[config.mk]
export PLATFORM = sky130hd
export DESIGN_NAME = cop_node
export DESIGN_NICKNAME = d
export VERILOG_FILES = /design/src/hdl/cop_pkg.sv /design/src/hdl/cop_node.sv /design/src/hdl/cop_tpdo.sv
export SDC_FILE = /design/constraint.sdc
export NUM_CORES = 2
export LEC_CHECK = 0
export ABC_AREA = 1
export BUFFER_PORTS_ARGS = -buffer_cell sky130_fd_sc_hd__buf_2
export CORE_MARGIN = 3
export CORE_UTILIZATION = 35
export DETAILED_ROUTE_END_ITERATION = 7
export GPL_TIMING_DRIVEN = 0
export SETUP_SLACK_MARGIN = 0.2
export SYNTH_ARGS = -nofsm -noshare
export SYNTH_HDL_FRONTEND = slang
export SYNTH_SLANG_ARGS = --single-unit
export TNS_END_PERCENT = 10
[constraint.sdc]
create_clock -name clk -period 2.6 [get_ports clk]
set_input_delay 0.52 -clock clk [delete_from_list [all_inputs] [get_ports clk]]
set_output_delay 0.52 -clock clk [all_outputs]
set_load 0.03 [all_outputs]
[src/hdl/cop_pkg.sv]
// Constants, types and helpers shared by the protocol node and its PDO channels.
// Behaviour
// Power-up enters initialization without any command
// Boot-up sent in init, then pre-operational
// Start command moves to operational
// Enter-pre-operational command returns to pre-operational
// Stop command moves to stopped
// Reset node: reset-application, then reset-communication
// Reset communication re-initializes communication state
// Services gated by the current network state
// Time-stamp frames are ignored entirely
// Over four bytes needs segments with end; the node aborts every non-expedited download with AB_LEN instead
// SDO uses separate request and response identifiers
// Serve initiate download, initiate upload, abort
// Four PDO channels, sent without confirmation
// Types 1-240 send every N syncs
// Type 252 refreshes on sync, sends on request
// Type 253 refreshes when remote request arrives
// Type 254 is never accepted
// Type 255 sends on local events
// PDO carries only mapped object data
// Emergency sent only on internal hardware fault
// Default identifiers; SYNC and emergency supported
// Exactly one network master commands all nodes
// Reserved transmission type write answered by abort
package cop_pkg;
  localparam int NCH = 4;
  localparam logic [10:0] COB_NMT = 11'h000;
  localparam logic [10:0] COB_SYNC = 11'h080;
  localparam logic [10:0] COB_EMCY = 11'h080;
  localparam logic [10:0] COB_TIME = 11'h100;
  localparam logic [10:0] COB_TPDO = 11'h180;
  localparam logic [10:0] COB_RPDO = 11'h200;
  localparam logic [10:0] COB_SDO_TX = 11'h580;
  localparam logic [10:0] COB_SDO_RX = 11'h600;
  localparam logic [10:0] COB_BOOT = 11'h700;
  localparam logic [7:0] NMT_START = 8'h01;
  localparam logic [7:0] NMT_STOP = 8'h02;
  localparam logic [7:0] NMT_PREOP = 8'h80;
  localparam logic [7:0] NMT_RNODE = 8'h81;
  localparam logic [7:0] NMT_RCOMM = 8'h82;
  localparam logic [7:0] NMT_ALL = 8'h00;
  localparam logic [7:0] BOOT_BYTE = 8'h00;
  localparam logic [7:0] EMCY_ERR_REG = 8'h01;
  localparam logic [2:0] CCS_DL = 3'h1;
  localparam logic [2:0] CCS_UL = 3'h2;
  localparam logic [2:0] CCS_ABT = 3'h4;
  localparam int SDO_EXP_BIT = 1;
  localparam logic [7:0] SCS_DL_RSP = 8'h60;
  localparam logic [7:0] SCS_UL_RSP = 8'h43;
  localparam logic [7:0] SCS_ABT = 8'h80;
  localparam logic [31:0] AB_CMD = 32'h05040001;
  localparam logic [31:0] AB_LEN = 32'h06070012;
  localparam logic [31:0] AB_RANGE = 32'h06090030;
  localparam logic [31:0] AB_OD = 32'h08000000;
  localparam logic [15:0] IDX_TPDO_COMM = 16'h1800;
  localparam logic [7:0] SUB_TTYPE = 8'h02;
  localparam logic [7:0] TT_ACYC = 8'h00;
  localparam logic [7:0] TT_SYNC_MIN = 8'h01;
  localparam logic [7:0] TT_SYNC_MAX = 8'hf0;
  localparam logic [7:0] TT_RTR_SYNC = 8'hfc;
  localparam logic [7:0] TT_RTR = 8'hfd;
  localparam logic [7:0] TT_EV_MFR = 8'hfe;
  localparam logic [7:0] TT_EV = 8'hff;
  localparam logic [3:0] DLC_BOOT = 4'h1;
  localparam logic [3:0] DLC_PDO = 4'h4;
  localparam logic [3:0] DLC_FULL = 4'h8;

  typedef enum logic [5:0] {
    ST_INIT = 6'b000001,
    ST_PREOP = 6'b000010,
    ST_OP = 6'b000100,
    ST_STOP = 6'b001000,
    ST_RAPP = 6'b010000,
    ST_RCOM = 6'b100000
  } cop_nmt_t;

  // Reserved codes and the unsupported event type are refused at configuration.
  function automatic logic cop_tt_ok(input logic [7:0] tt);
    return (tt <= TT_SYNC_MAX) || (tt == TT_RTR_SYNC) || (tt == TT_RTR) || (tt == TT_EV);
  endfunction : cop_tt_ok
endpackage : cop_pkg

[src/hdl/cop_node.sv]
// Protocol layer of the slave node: network state, SDO server, PDO and emergency.
`timescale 1ns/1ps
module cop_node #(
  parameter logic [6:0] NODE_ID = 7'h01
) (
  // Clock and reset
  input wire logic clk,
  input wire logic reset,
  // Received frames from the controller
  input wire logic rx_valid,
  input wire logic [10:0] rx_id,
  input wire logic rx_rtr,
  input wire logic [3:0] rx_dlc,
  input wire logic [63:0] rx_data,
  // Frames to the controller
  output logic tx_valid,
  input wire logic tx_ready,
  output logic [10:0] tx_id,
  output logic [3:0] tx_dlc,
  output logic [63:0] tx_data,
  // Object dictionary access
  output logic od_req,
  output logic od_wr,
  output logic [15:0] od_index,
  output logic [7:0] od_sub,
  output logic [31:0] od_wdata,
  input wire logic od_ack,
  input wire logic od_err,
  input wire logic [31:0] od_rdata,
  // Process data
  input wire logic [cop_pkg::NCH*32-1:0] tpdo_map,
  input wire logic [cop_pkg::NCH-1:0] tpdo_event,
  output logic rpdo_valid,
  output logic [1:0] rpdo_chan,
  output logic [63:0] rpdo_data,
  // Faults and status
  input wire logic hw_fault,
  input wire logic [15:0] fault_code,
  output cop_pkg::cop_nmt_t state,
  output logic app_reset
);
  import cop_pkg::*;

  // Identifiers of the predefined connection set for this node.
  function automatic logic [10:0] cob_of(input logic [10:0] base, input logic [1:0] ch);
    return base + {1'b0, ch, 8'h00} + {4'h0, NODE_ID};
  endfunction : cob_of

  function automatic logic [63:0] sdo_abort(input logic [23:0] mux, input logic [31:0] code);
    return {code, mux, SCS_ABT};
  endfunction : sdo_abort

  cop_nmt_t next_state;
  logic pre_op;
  logic nmt_hit;
  logic [7:0] nmt_cmd;
  logic sync_hit;
  logic sdo_hit;
  logic [2:0] ccs;
  logic is_tcfg;
  logic [1:0] tch;
  logic [NCH-1:0] rtr_hit;
  logic [NCH-1:0] rpdo_hit;
  logic [NCH-1:0] pend;
  logic [NCH-1:0] grant;
  logic [NCH-1:0] cfg_we;
  logic [7:0] ttype [NCH];
  logic [31:0] snap [NCH];
  logic comm_clr;
  logic boot_load;
  logic emcy_load;
  logic sdo_load;
  logic found;
  logic tx_is_pdo;

  assign pre_op = (state == ST_PREOP) || (state == ST_OP);
  assign comm_clr = (state == ST_RCOM);
  assign app_reset = (state == ST_RAPP);
  assign nmt_cmd = rx_data[7:0];
  assign nmt_hit = rx_valid && !rx_rtr && rx_id == COB_NMT
    && (rx_data[15:8] == NMT_ALL || rx_data[15:8] == {1'b0, NODE_ID})
    && (pre_op || state == ST_STOP);
  // Time-stamp frames match no decoder below and are dropped without effect.
  assign sync_hit = rx_valid && !rx_rtr && rx_id == COB_SYNC && pre_op;
  assign sdo_hit = rx_valid && !rx_rtr && rx_id == cob_of(COB_SDO_RX, 2'h0) && pre_op;
  assign ccs = rx_data[7:5];
  assign is_tcfg = rx_data[23:10] == IDX_TPDO_COMM[15:2] && rx_data[31:24] == SUB_TTYPE;
  assign tch = rx_data[9:8];
  assign tx_is_pdo = tx_id > COB_TPDO && tx_id < COB_SDO_TX;

  genvar k;
  generate
    for (k = 0; k < NCH; k++) begin : g_pdo
      assign rtr_hit[k] = rx_valid && rx_rtr && rx_id == cob_of(COB_TPDO, 2'(k))
        && state == ST_OP;
      assign rpdo_hit[k] = rx_valid && !rx_rtr && rx_id == cob_of(COB_RPDO, 2'(k))
        && state == ST_OP;
      cop_tpdo u_tpdo (
        .clk(clk),
        .reset(reset),
        .op(state == ST_OP),
        .sync(sync_hit),
        .rtr(rtr_hit[k]),
        .event_in(tpdo_event[k]),
        .grant(grant[k]),
        .comm_clr(comm_clr),
        .cfg_we(cfg_we[k]),
        .cfg_type(rx_data[39:32]),
        .map_data(tpdo_map[k*32 +: 32]),
        .ttype(ttype[k]),
        .pend(pend[k]),
        .snap(snap[k])
      );
    end
  endgenerate

  // Network state.
  always_comb begin
    next_state = state;
    case (state)
      ST_INIT: begin
        if (boot_load) begin
          next_state = ST_PREOP;
        end
      end
      ST_RAPP: next_state = ST_RCOM;
      ST_RCOM: next_state = ST_INIT;
      ST_PREOP, ST_OP, ST_STOP: begin
        if (nmt_hit) begin
          case (nmt_cmd)
            NMT_START: next_state = ST_OP;
            NMT_PREOP: next_state = ST_PREOP;
            NMT_STOP: next_state = ST_STOP;
            NMT_RNODE: next_state = ST_RAPP;
            NMT_RCOMM: next_state = ST_RCOM;
            default: next_state = state;
          endcase
        end
      end
      default: next_state = ST_INIT;
    endcase
  end

  always_ff @(posedge clk) begin
    if (reset) begin
      state <= ST_INIT;
    end else begin
      state <= next_state;
    end
  end

  // Transmit slot; one frame waits for the controller at a time.
  logic next_tx_valid;
  logic [10:0] next_tx_id;
  logic [3:0] next_tx_dlc;
  logic [63:0] next_tx_data;
  logic emcy_pend;
  logic next_emcy_pend;
  logic [15:0] emcy_code;
  logic [15:0] next_emcy_code;
  logic sdo_pend;
  logic [63:0] sdo_resp;

  always_comb begin
    next_tx_valid = tx_valid && !tx_ready;
    next_tx_id = tx_id;
    next_tx_dlc = tx_dlc;
    next_tx_data = tx_data;
    boot_load = 1'b0;
    emcy_load = 1'b0;
    sdo_load = 1'b0;
    grant = '0;
    found = 1'b0;
    if (!tx_valid) begin
      if (state == ST_INIT) begin
        boot_load = 1'b1;
        next_tx_valid = 1'b1;
        next_tx_id = cob_of(COB_BOOT, 2'h0);
        next_tx_dlc = DLC_BOOT;
        next_tx_data = {56'h0, BOOT_BYTE};
      end else if (emcy_pend && pre_op) begin
        emcy_load = 1'b1;
        next_tx_valid = 1'b1;
        next_tx_id = cob_of(COB_EMCY, 2'h0);
        next_tx_dlc = DLC_FULL;
        next_tx_data = {40'h0, EMCY_ERR_REG, emcy_code};
      end else if (sdo_pend) begin
        sdo_load = 1'b1;
        next_tx_valid = 1'b1;
        next_tx_id = cob_of(COB_SDO_TX, 2'h0);
        next_tx_dlc = DLC_FULL;
        next_tx_data = sdo_resp;
      end else if (state == ST_OP) begin
        for (int i = 0; i < NCH; i++) begin
          if (pend[i] && !found) begin
            found = 1'b1;
            grant[i] = 1'b1;
            next_tx_valid = 1'b1;
            next_tx_id = cob_of(COB_TPDO, 2'(i));
            next_tx_dlc = DLC_PDO;
            next_tx_data = {32'h0, snap[i]};
          end
        end
      end
    end
  end

  // Emergency; a fault outside pre-operational and operational is not reported.
  always_comb begin
    next_emcy_pend = emcy_pend && !emcy_load;
    next_emcy_code = emcy_code;
    if (hw_fault && pre_op) begin
      next_emcy_pend = 1'b1;
      next_emcy_code = fault_code;
    end
    if (!pre_op) begin
      next_emcy_pend = 1'b0;
    end
  end

  always_ff @(posedge clk) begin
    if (reset) begin
      tx_valid <= 1'b0;
      tx_id <= '0;
      tx_dlc <= '0;
      tx_data <= '0;
      emcy_pend <= 1'b0;
      emcy_code <= '0;
    end else begin
      tx_valid <= next_tx_valid;
      tx_id <= next_tx_id;
      tx_dlc <= next_tx_dlc;
      tx_data <= next_tx_data;
      emcy_pend <= next_emcy_pend;
      emcy_code <= next_emcy_code;
    end
  end

  // SDO server. Every object is one word, so only expedited transfers are served.
  logic next_od_req;
  logic next_od_wr;
  logic [15:0] next_od_index;
  logic [7:0] next_od_sub;
  logic [31:0] next_od_wdata;
  logic next_sdo_pend;
  logic [63:0] next_sdo_resp;
  logic [23:0] mux;
  logic [23:0] next_mux;

  always_comb begin
    next_od_req = od_req;
    next_od_wr = od_wr;
    next_od_index = od_index;
    next_od_sub = od_sub;
    next_od_wdata = od_wdata;
    next_sdo_pend = sdo_pend && !sdo_load;
    next_sdo_resp = sdo_resp;
    next_mux = mux;
    cfg_we = '0;
    if (od_req && od_ack) begin
      next_od_req = 1'b0;
      next_sdo_pend = 1'b1;
      if (od_err) begin
        next_sdo_resp = sdo_abort(mux, AB_OD);
      end else if (od_wr) begin
        next_sdo_resp = {32'h0, mux, SCS_DL_RSP};
      end else begin
        next_sdo_resp = {od_rdata, mux, SCS_UL_RSP};
      end
    end
    if (sdo_hit) begin
      if (ccs == CCS_ABT) begin
        next_od_req = 1'b0;
        next_sdo_pend = 1'b0;
      end else if (!od_req && !sdo_pend) begin
        next_mux = rx_data[31:8];
        next_sdo_pend = 1'b1;
        case (ccs)
          CCS_DL: begin
            if (!rx_data[SDO_EXP_BIT]) begin
              next_sdo_resp = sdo_abort(rx_data[31:8], AB_LEN);
            end else if (is_tcfg) begin
              if (cop_tt_ok(rx_data[39:32])) begin
                cfg_we[tch] = 1'b1;
                next_sdo_resp = {32'h0, rx_data[31:8], SCS_DL_RSP};
              end else begin
                next_sdo_resp = sdo_abort(rx_data[31:8], AB_RANGE);
              end
            end else begin
              next_sdo_pend = 1'b0;
              next_od_req = 1'b1;
              next_od_wr = 1'b1;
              next_od_index = rx_data[23:8];
              next_od_sub = rx_data[31:24];
              next_od_wdata = rx_data[63:32];
            end
          end
          CCS_UL: begin
            if (is_tcfg) begin
              next_sdo_resp = {24'h0, ttype[tch], rx_data[31:8], SCS_UL_RSP};
            end else begin
              next_sdo_pend = 1'b0;
              next_od_req = 1'b1;
              next_od_wr = 1'b0;
              next_od_index = rx_data[23:8];
              next_od_sub = rx_data[31:24];
            end
          end
          default: next_sdo_resp = sdo_abort(rx_data[31:8], AB_CMD);
        endcase
      end
    end
    if (!pre_op) begin
      next_od_req = 1'b0;
      next_sdo_pend = 1'b0;
    end
  end

  always_ff @(posedge clk) begin
    if (reset) begin
      od_req <= 1'b0;
      od_wr <= 1'b0;
      od_index <= '0;
      od_sub <= '0;
      od_wdata <= '0;
      sdo_pend <= 1'b0;
      sdo_resp <= '0;
      mux <= '0;
    end else begin
      od_req <= next_od_req;
      od_wr <= next_od_wr;
      od_index <= next_od_index;
      od_sub <= next_od_sub;
      od_wdata <= next_od_wdata;
      sdo_pend <= next_sdo_pend;
      sdo_resp <= next_sdo_resp;
      mux <= next_mux;
    end
  end

  // Received process data; consumers get it one cycle after the frame.
  logic next_rpdo_valid;
  logic [1:0] next_rpdo_chan;
  logic [63:0] next_rpdo_data;

  always_comb begin
    next_rpdo_valid = 1'b0;
    next_rpdo_chan = rpdo_chan;
    next_rpdo_data = rpdo_data;
    for (int i = 0; i < NCH; i++) begin
      if (rpdo_hit[i]) begin
        next_rpdo_valid = 1'b1;
        next_rpdo_chan = 2'(i);
        next_rpdo_data = rx_data;
      end
    end
  end

  always_ff @(posedge clk) begin
    if (reset) begin
      rpdo_valid <= 1'b0;
      rpdo_chan <= '0;
      rpdo_data <= '0;
    end else begin
      rpdo_valid <= next_rpdo_valid;
      rpdo_chan <= next_rpdo_chan;
      rpdo_data <= next_rpdo_data;
    end
  end
endmodule : cop_node

[src/hdl/cop_tpdo.sv]
// One transmit PDO channel: trigger logic, sync counter and data snapshot.
`timescale 1ns/1ps
module cop_tpdo (
  // Clock and reset
  input wire logic clk,
  input wire logic reset,
  // Triggers
  input wire logic op,
  input wire logic sync,
  input wire logic rtr,
  input wire logic event_in,
  input wire logic grant,
  input wire logic comm_clr,
  // Configuration
  input wire logic cfg_we,
  input wire logic [7:0] cfg_type,
  // Mapped object value
  input wire logic [31:0] map_data,
  // Channel state
  output logic [7:0] ttype,
  output logic pend,
  output logic [31:0] snap
);
  import cop_pkg::*;

  logic [7:0] cnt;
  logic [7:0] next_cnt;
  logic [7:0] inc;
  logic [7:0] next_ttype;
  logic evt;
  logic next_evt;
  logic next_pend;
  logic [31:0] next_snap;

  assign inc = cnt + TT_SYNC_MIN;

  always_comb begin
    next_ttype = ttype;
    next_cnt = cnt;
    next_evt = evt;
    next_pend = pend;
    next_snap = snap;
    if (grant) begin
      next_pend = 1'b0;
    end
    if (cfg_we) begin
      next_ttype = cfg_type;
    end
    if (!op) begin
      next_pend = 1'b0;
      next_cnt = '0;
      next_evt = 1'b0;
    end else begin
      if (sync) begin
        if (ttype == TT_ACYC) begin
          if (evt) begin
            next_snap = map_data;
            next_pend = 1'b1;
            next_evt = 1'b0;
          end
        end else if (ttype <= TT_SYNC_MAX) begin
          if (inc >= ttype) begin
            next_snap = map_data;
            next_pend = 1'b1;
            next_cnt = '0;
          end else begin
            next_cnt = inc;
          end
        end else if (ttype == TT_RTR_SYNC) begin
          next_snap = map_data;
        end
      end
      // Set wins over the grant of the same cycle, so no trigger is lost.
      if (rtr) begin
        if (ttype == TT_RTR_SYNC) begin
          next_pend = 1'b1;
        end else if (ttype == TT_RTR) begin
          next_snap = map_data;
          next_pend = 1'b1;
        end
      end
      if (event_in) begin
        if (ttype == TT_EV) begin
          next_snap = map_data;
          next_pend = 1'b1;
        end else if (ttype == TT_ACYC) begin
          next_evt = 1'b1;
        end
      end
    end
    if (comm_clr) begin
      next_ttype = TT_EV;
      next_cnt = '0;
      next_evt = 1'b0;
      next_pend = 1'b0;
      next_snap = '0;
    end
  end

  always_ff @(posedge clk) begin
    if (reset) begin
      ttype <= TT_EV;
      cnt <= '0;
      evt <= 1'b0;
      pend <= 1'b0;
      snap <= '0;
    end else begin
      ttype <= next_ttype;
      cnt <= next_cnt;
      evt <= next_evt;
      pend <= next_pend;
      snap <= next_snap;
    end
  end
endmodule : cop_tpdo

==> reports/qor.txt <==
max-cap violations -> 0
register area share after synthesis -> 30.88%
detailed router's first-iteration violation count -> 4209
Die Ht -> 313.4 um
final cycle utilization of the critical path -> 106.6%
vias in the first global route -> 36096
IO Port Bufs -> 465
fin area -> 41200 um^2
WP data arrival -> 3.34 ns
DRC viols -> 0
failing checks -> negative setup slack
placer congestion estimate -> 0.9711
type of origin of the critical path -> flop
share of synthesized flip-flops with an asynchronous set or reset -> 0%
layout cells sized above 1 -> 18.10%
fin nets -> 6355
gr ovfl total -> 0
RSZ-0062 raised after global routing -> true
worst vdd ir -> 0.5642 mV
PD cells -> 537.3 nW/um^2
CTS tree -> done
Hold Crit Start -> rx_data[2]
die area -> 98190 um^2
share of power burned in registers -> 38.3%
Reg2Reg Depth -> 15
total track usage -> 29.55%
Die X -> 313.4 um
slowest CP cell -> dfxtp_2
EDFF count, synth -> 0
Mapped Area -> 33060 um^2
critical path endpoint -> g_pdo[2].u_tpdo.pend$_SDFF_PP0_
Top Family by Delay on Critical Path -> simple AND/OR/NAND/NOR gates
final setup vio count -> 134
Net Sw Frac -> 33.06%
first-pass GRT wire length -> 225.0 mm
Mapped Cells -> 5467
Final Non-Filler Cells -> 7368
Post-Route WL -> 153.1 mm
CTS clock-pin slew for the worst setup and hold paths -> 0.06 ns
Max Freq -> 361.0 MHz
logic gate share of total power -> 20.0%
status -> finished with violations
Switch Pwr -> 7.319 mW
Worst Path Buf+Inv -> 3
Final Hold Viols -> 0
cells along the critical path -> nand3_2 -> nand3b_1 -> nand3b_1 -> xnor2_2 -> ha_1 -> a21o_1 -> nor2_4 -> nand2_4 -> clkbuf_16 -> inv_2 -> nand2_1 -> o211ai_1 -> nand3_1 -> nand2_1 -> inv_1
Avg Vias per Cell -> 5.385
WP depth -> 15
placed cell areas -> 37040 um^2
Max Transition Viols Final -> 0
Pre-antenna DRT Iters -> 6
Antenna Violating Nets Remaining -> 0
Pleak -> 19.41 nW
internal power -> 14.82 mW
# placed instances -> 7192
worst hold slack -> 0.09500 ns
largest net degree at the start of global routing -> 20
Root Driver -> clkbuf_16
worst-margin pin slew -> 1.440 ns
Initial Utilization -> 35.37%
Unique masters post-synth -> 49
reg-to-reg startpoint -> g_pdo[2].u_tpdo.cnt[1]$_SDFFE_PP0P_
Critical path origin -> g_pdo[2].u_tpdo.cnt[1]$_SDFFE_PP0P_
largest stage delay on the critical path -> 0.34 ns
WHS Path Cells -> 3
dominant synthesized flop cell -> dfxtp_1
CP Capture Type -> flop
Yosys reg bits -> 510
Ys Warns -> 0
hold-fix buffers at CTS -> 0
clock power share -> 41.7%
Hold Path Class -> input port to flop
Syn-to-layout area delta -> 24.62%
Final Worst Setup Slack -> -0.1704 ns
R2R Setup Slk -> -0.17 ns
Tmin final -> 2.770 ns
Final Skew -> 0.03662 ns
commonest non-fill, non-tap cell in the layout -> nand2_1
antenna violations before repair -> 23
RR Endpoint -> g_pdo[2].u_tpdo.pend$_SDFF_PP0_
CP required -> 3.17 ns
core area -> 93470 um^2
Row Count -> 112
most frequent cells in the layout -> nand2_1, nor2_1, a21oi_1
Clock Sinks -> 510
TritonCTS buffer count -> 61
wire per inst -> 20.78 um
Rel. slew slack -> 3.098%
Post-DP HPWL -> 114.6 mm
type of the worst setup path -> flop to flop
clock buffer depth -> 3
Mapped Avg Cell Area -> 6.048 um^2
H-tree lvl count -> 2
Worst Path Max Fanout -> 6
Clk Latency, worst-skew pair -> 0.69 ns
DR vias -> 39678
I/O pin cnt -> 479
Setup WS pre-CTS -> -0.9857 ns
[power by group through the flow]
stage	clock (mW)	combinational, mW	sequential [mW]
2_1_floorplan	0	2.10	9.13
3_3_place_gp	0	4.16	8.64
3_5_place_dp	0	4.19	8.65
4_1_cts	9.35	4.23	8.47
5_1_grt	9.64	4.79	8.52
6_report	9.23	4.42	8.49
[registers in the layout, indices dropped and copies added (netlist names), 3 cells and up]
signal / count
emcy_code: 16
g_pdo.u_tpdo.cnt: 32
g_pdo.u_tpdo.evt: 4
g_pdo.u_tpdo.pend: 4
g_pdo.u_tpdo.snap: 128
g_pdo.u_tpdo.ttype: 32
mux: 24
od_index: 16
od_sub: 8
od_wdata: 32
rpdo_data: 64
sdo_resp: 64
state: 6
tx_data: 64
tx_dlc: 3
tx_id: 5
[logic make-up after synthesis]
kind of cell	Yosys count	synth area share [%]
simple gates	2693	33.41
compound gates	1315	22.78
buf+inv	888	10.92
flops	510	30.88
fa+ha+maj	36	1.362
xor+xnor	24	0.6358
other cells	1	0.01134
[cell type report]
type                    instances  area, um^2
fillers                      9955       52270
inverters                     507        1923
repair buffers                515        2868
well taps                    1254        1569
plain buffers                 381        2175
diodes                         13       32.53
flip-flops and latches        510       10240
clock buffers                  87        1784
clock inverters                25       367.9
multi-input cells            4076       20240
[tightest hold or removal path, cell delays in order]
cell	delay, ns
buf_2	0.10
inv_1	0.06
a211oi_1	0.07
[through the flow]
step | power, mW | utilization, % | setup TNS (ns)
after floorplan | 11.22 | - | 0
after global placement | 12.81 | 39.63 | -133.28
after detailed placement | 12.84 | 39.63 | -134.85
after CTS | 22.06 | 43.26 | -2.070
after global routing | 22.95 | 44.07 | -31.99
final | 22.14 | 44.08 | -8.983
[cell usage after synthesis, drive strengths merged, types with 36 or more instances]
cell type	n	share of area, %
nand2	1503	17
nor2	746	8.7
a21oi	729	11
dfxtp	510	31
inv	503	5.7
nand3	367	5.9
o21ai	328	5.0
clkbuf	263	3.0
a211oi	122	3.5
buf	118	2.2
o211ai	94	2.4
ha	36	1.4
[worst min-delay path by stage]
stage,to,slack [ns]
global route,emcy_code[2]$_SDFFE_PP0P_,0.08
finish,rpdo_data[2]$_SDFFE_PP0P_,0.1
detailed placement,mux[17]$_SDFFE_PP0P_,0.43
CTS,rpdo_data[2]$_SDFFE_PP0P_,0.06
global placement,mux[11]$_SDFFE_PP0P_,0.43
floorplan,mux[11]$_SDFFE_PP0P_,0.42
[what timing repair did]
action	CTS	global route
gates cloned	11	3
buffers inserted	30	7
resized for setup	227	200
pin swaps	123	110
endpoints found under the setup margin	200	319
[per-layer routing]
metal | vias up | share of wire, % | GRT usage, % | wire (um)
met4 | 14 | 5.3 | 13.88 | 8136
li1 | 18950 | - | - | -
met1 | 18480 | 41 | 39.06 | 62610
met2 | 1882 | 44 | 46.19 | 67630
met3 | 352 | 9.5 | 6.012 | 14620
met5 | - | 0.062 | 0 | 95
Power figures use the tool's default switching activity.
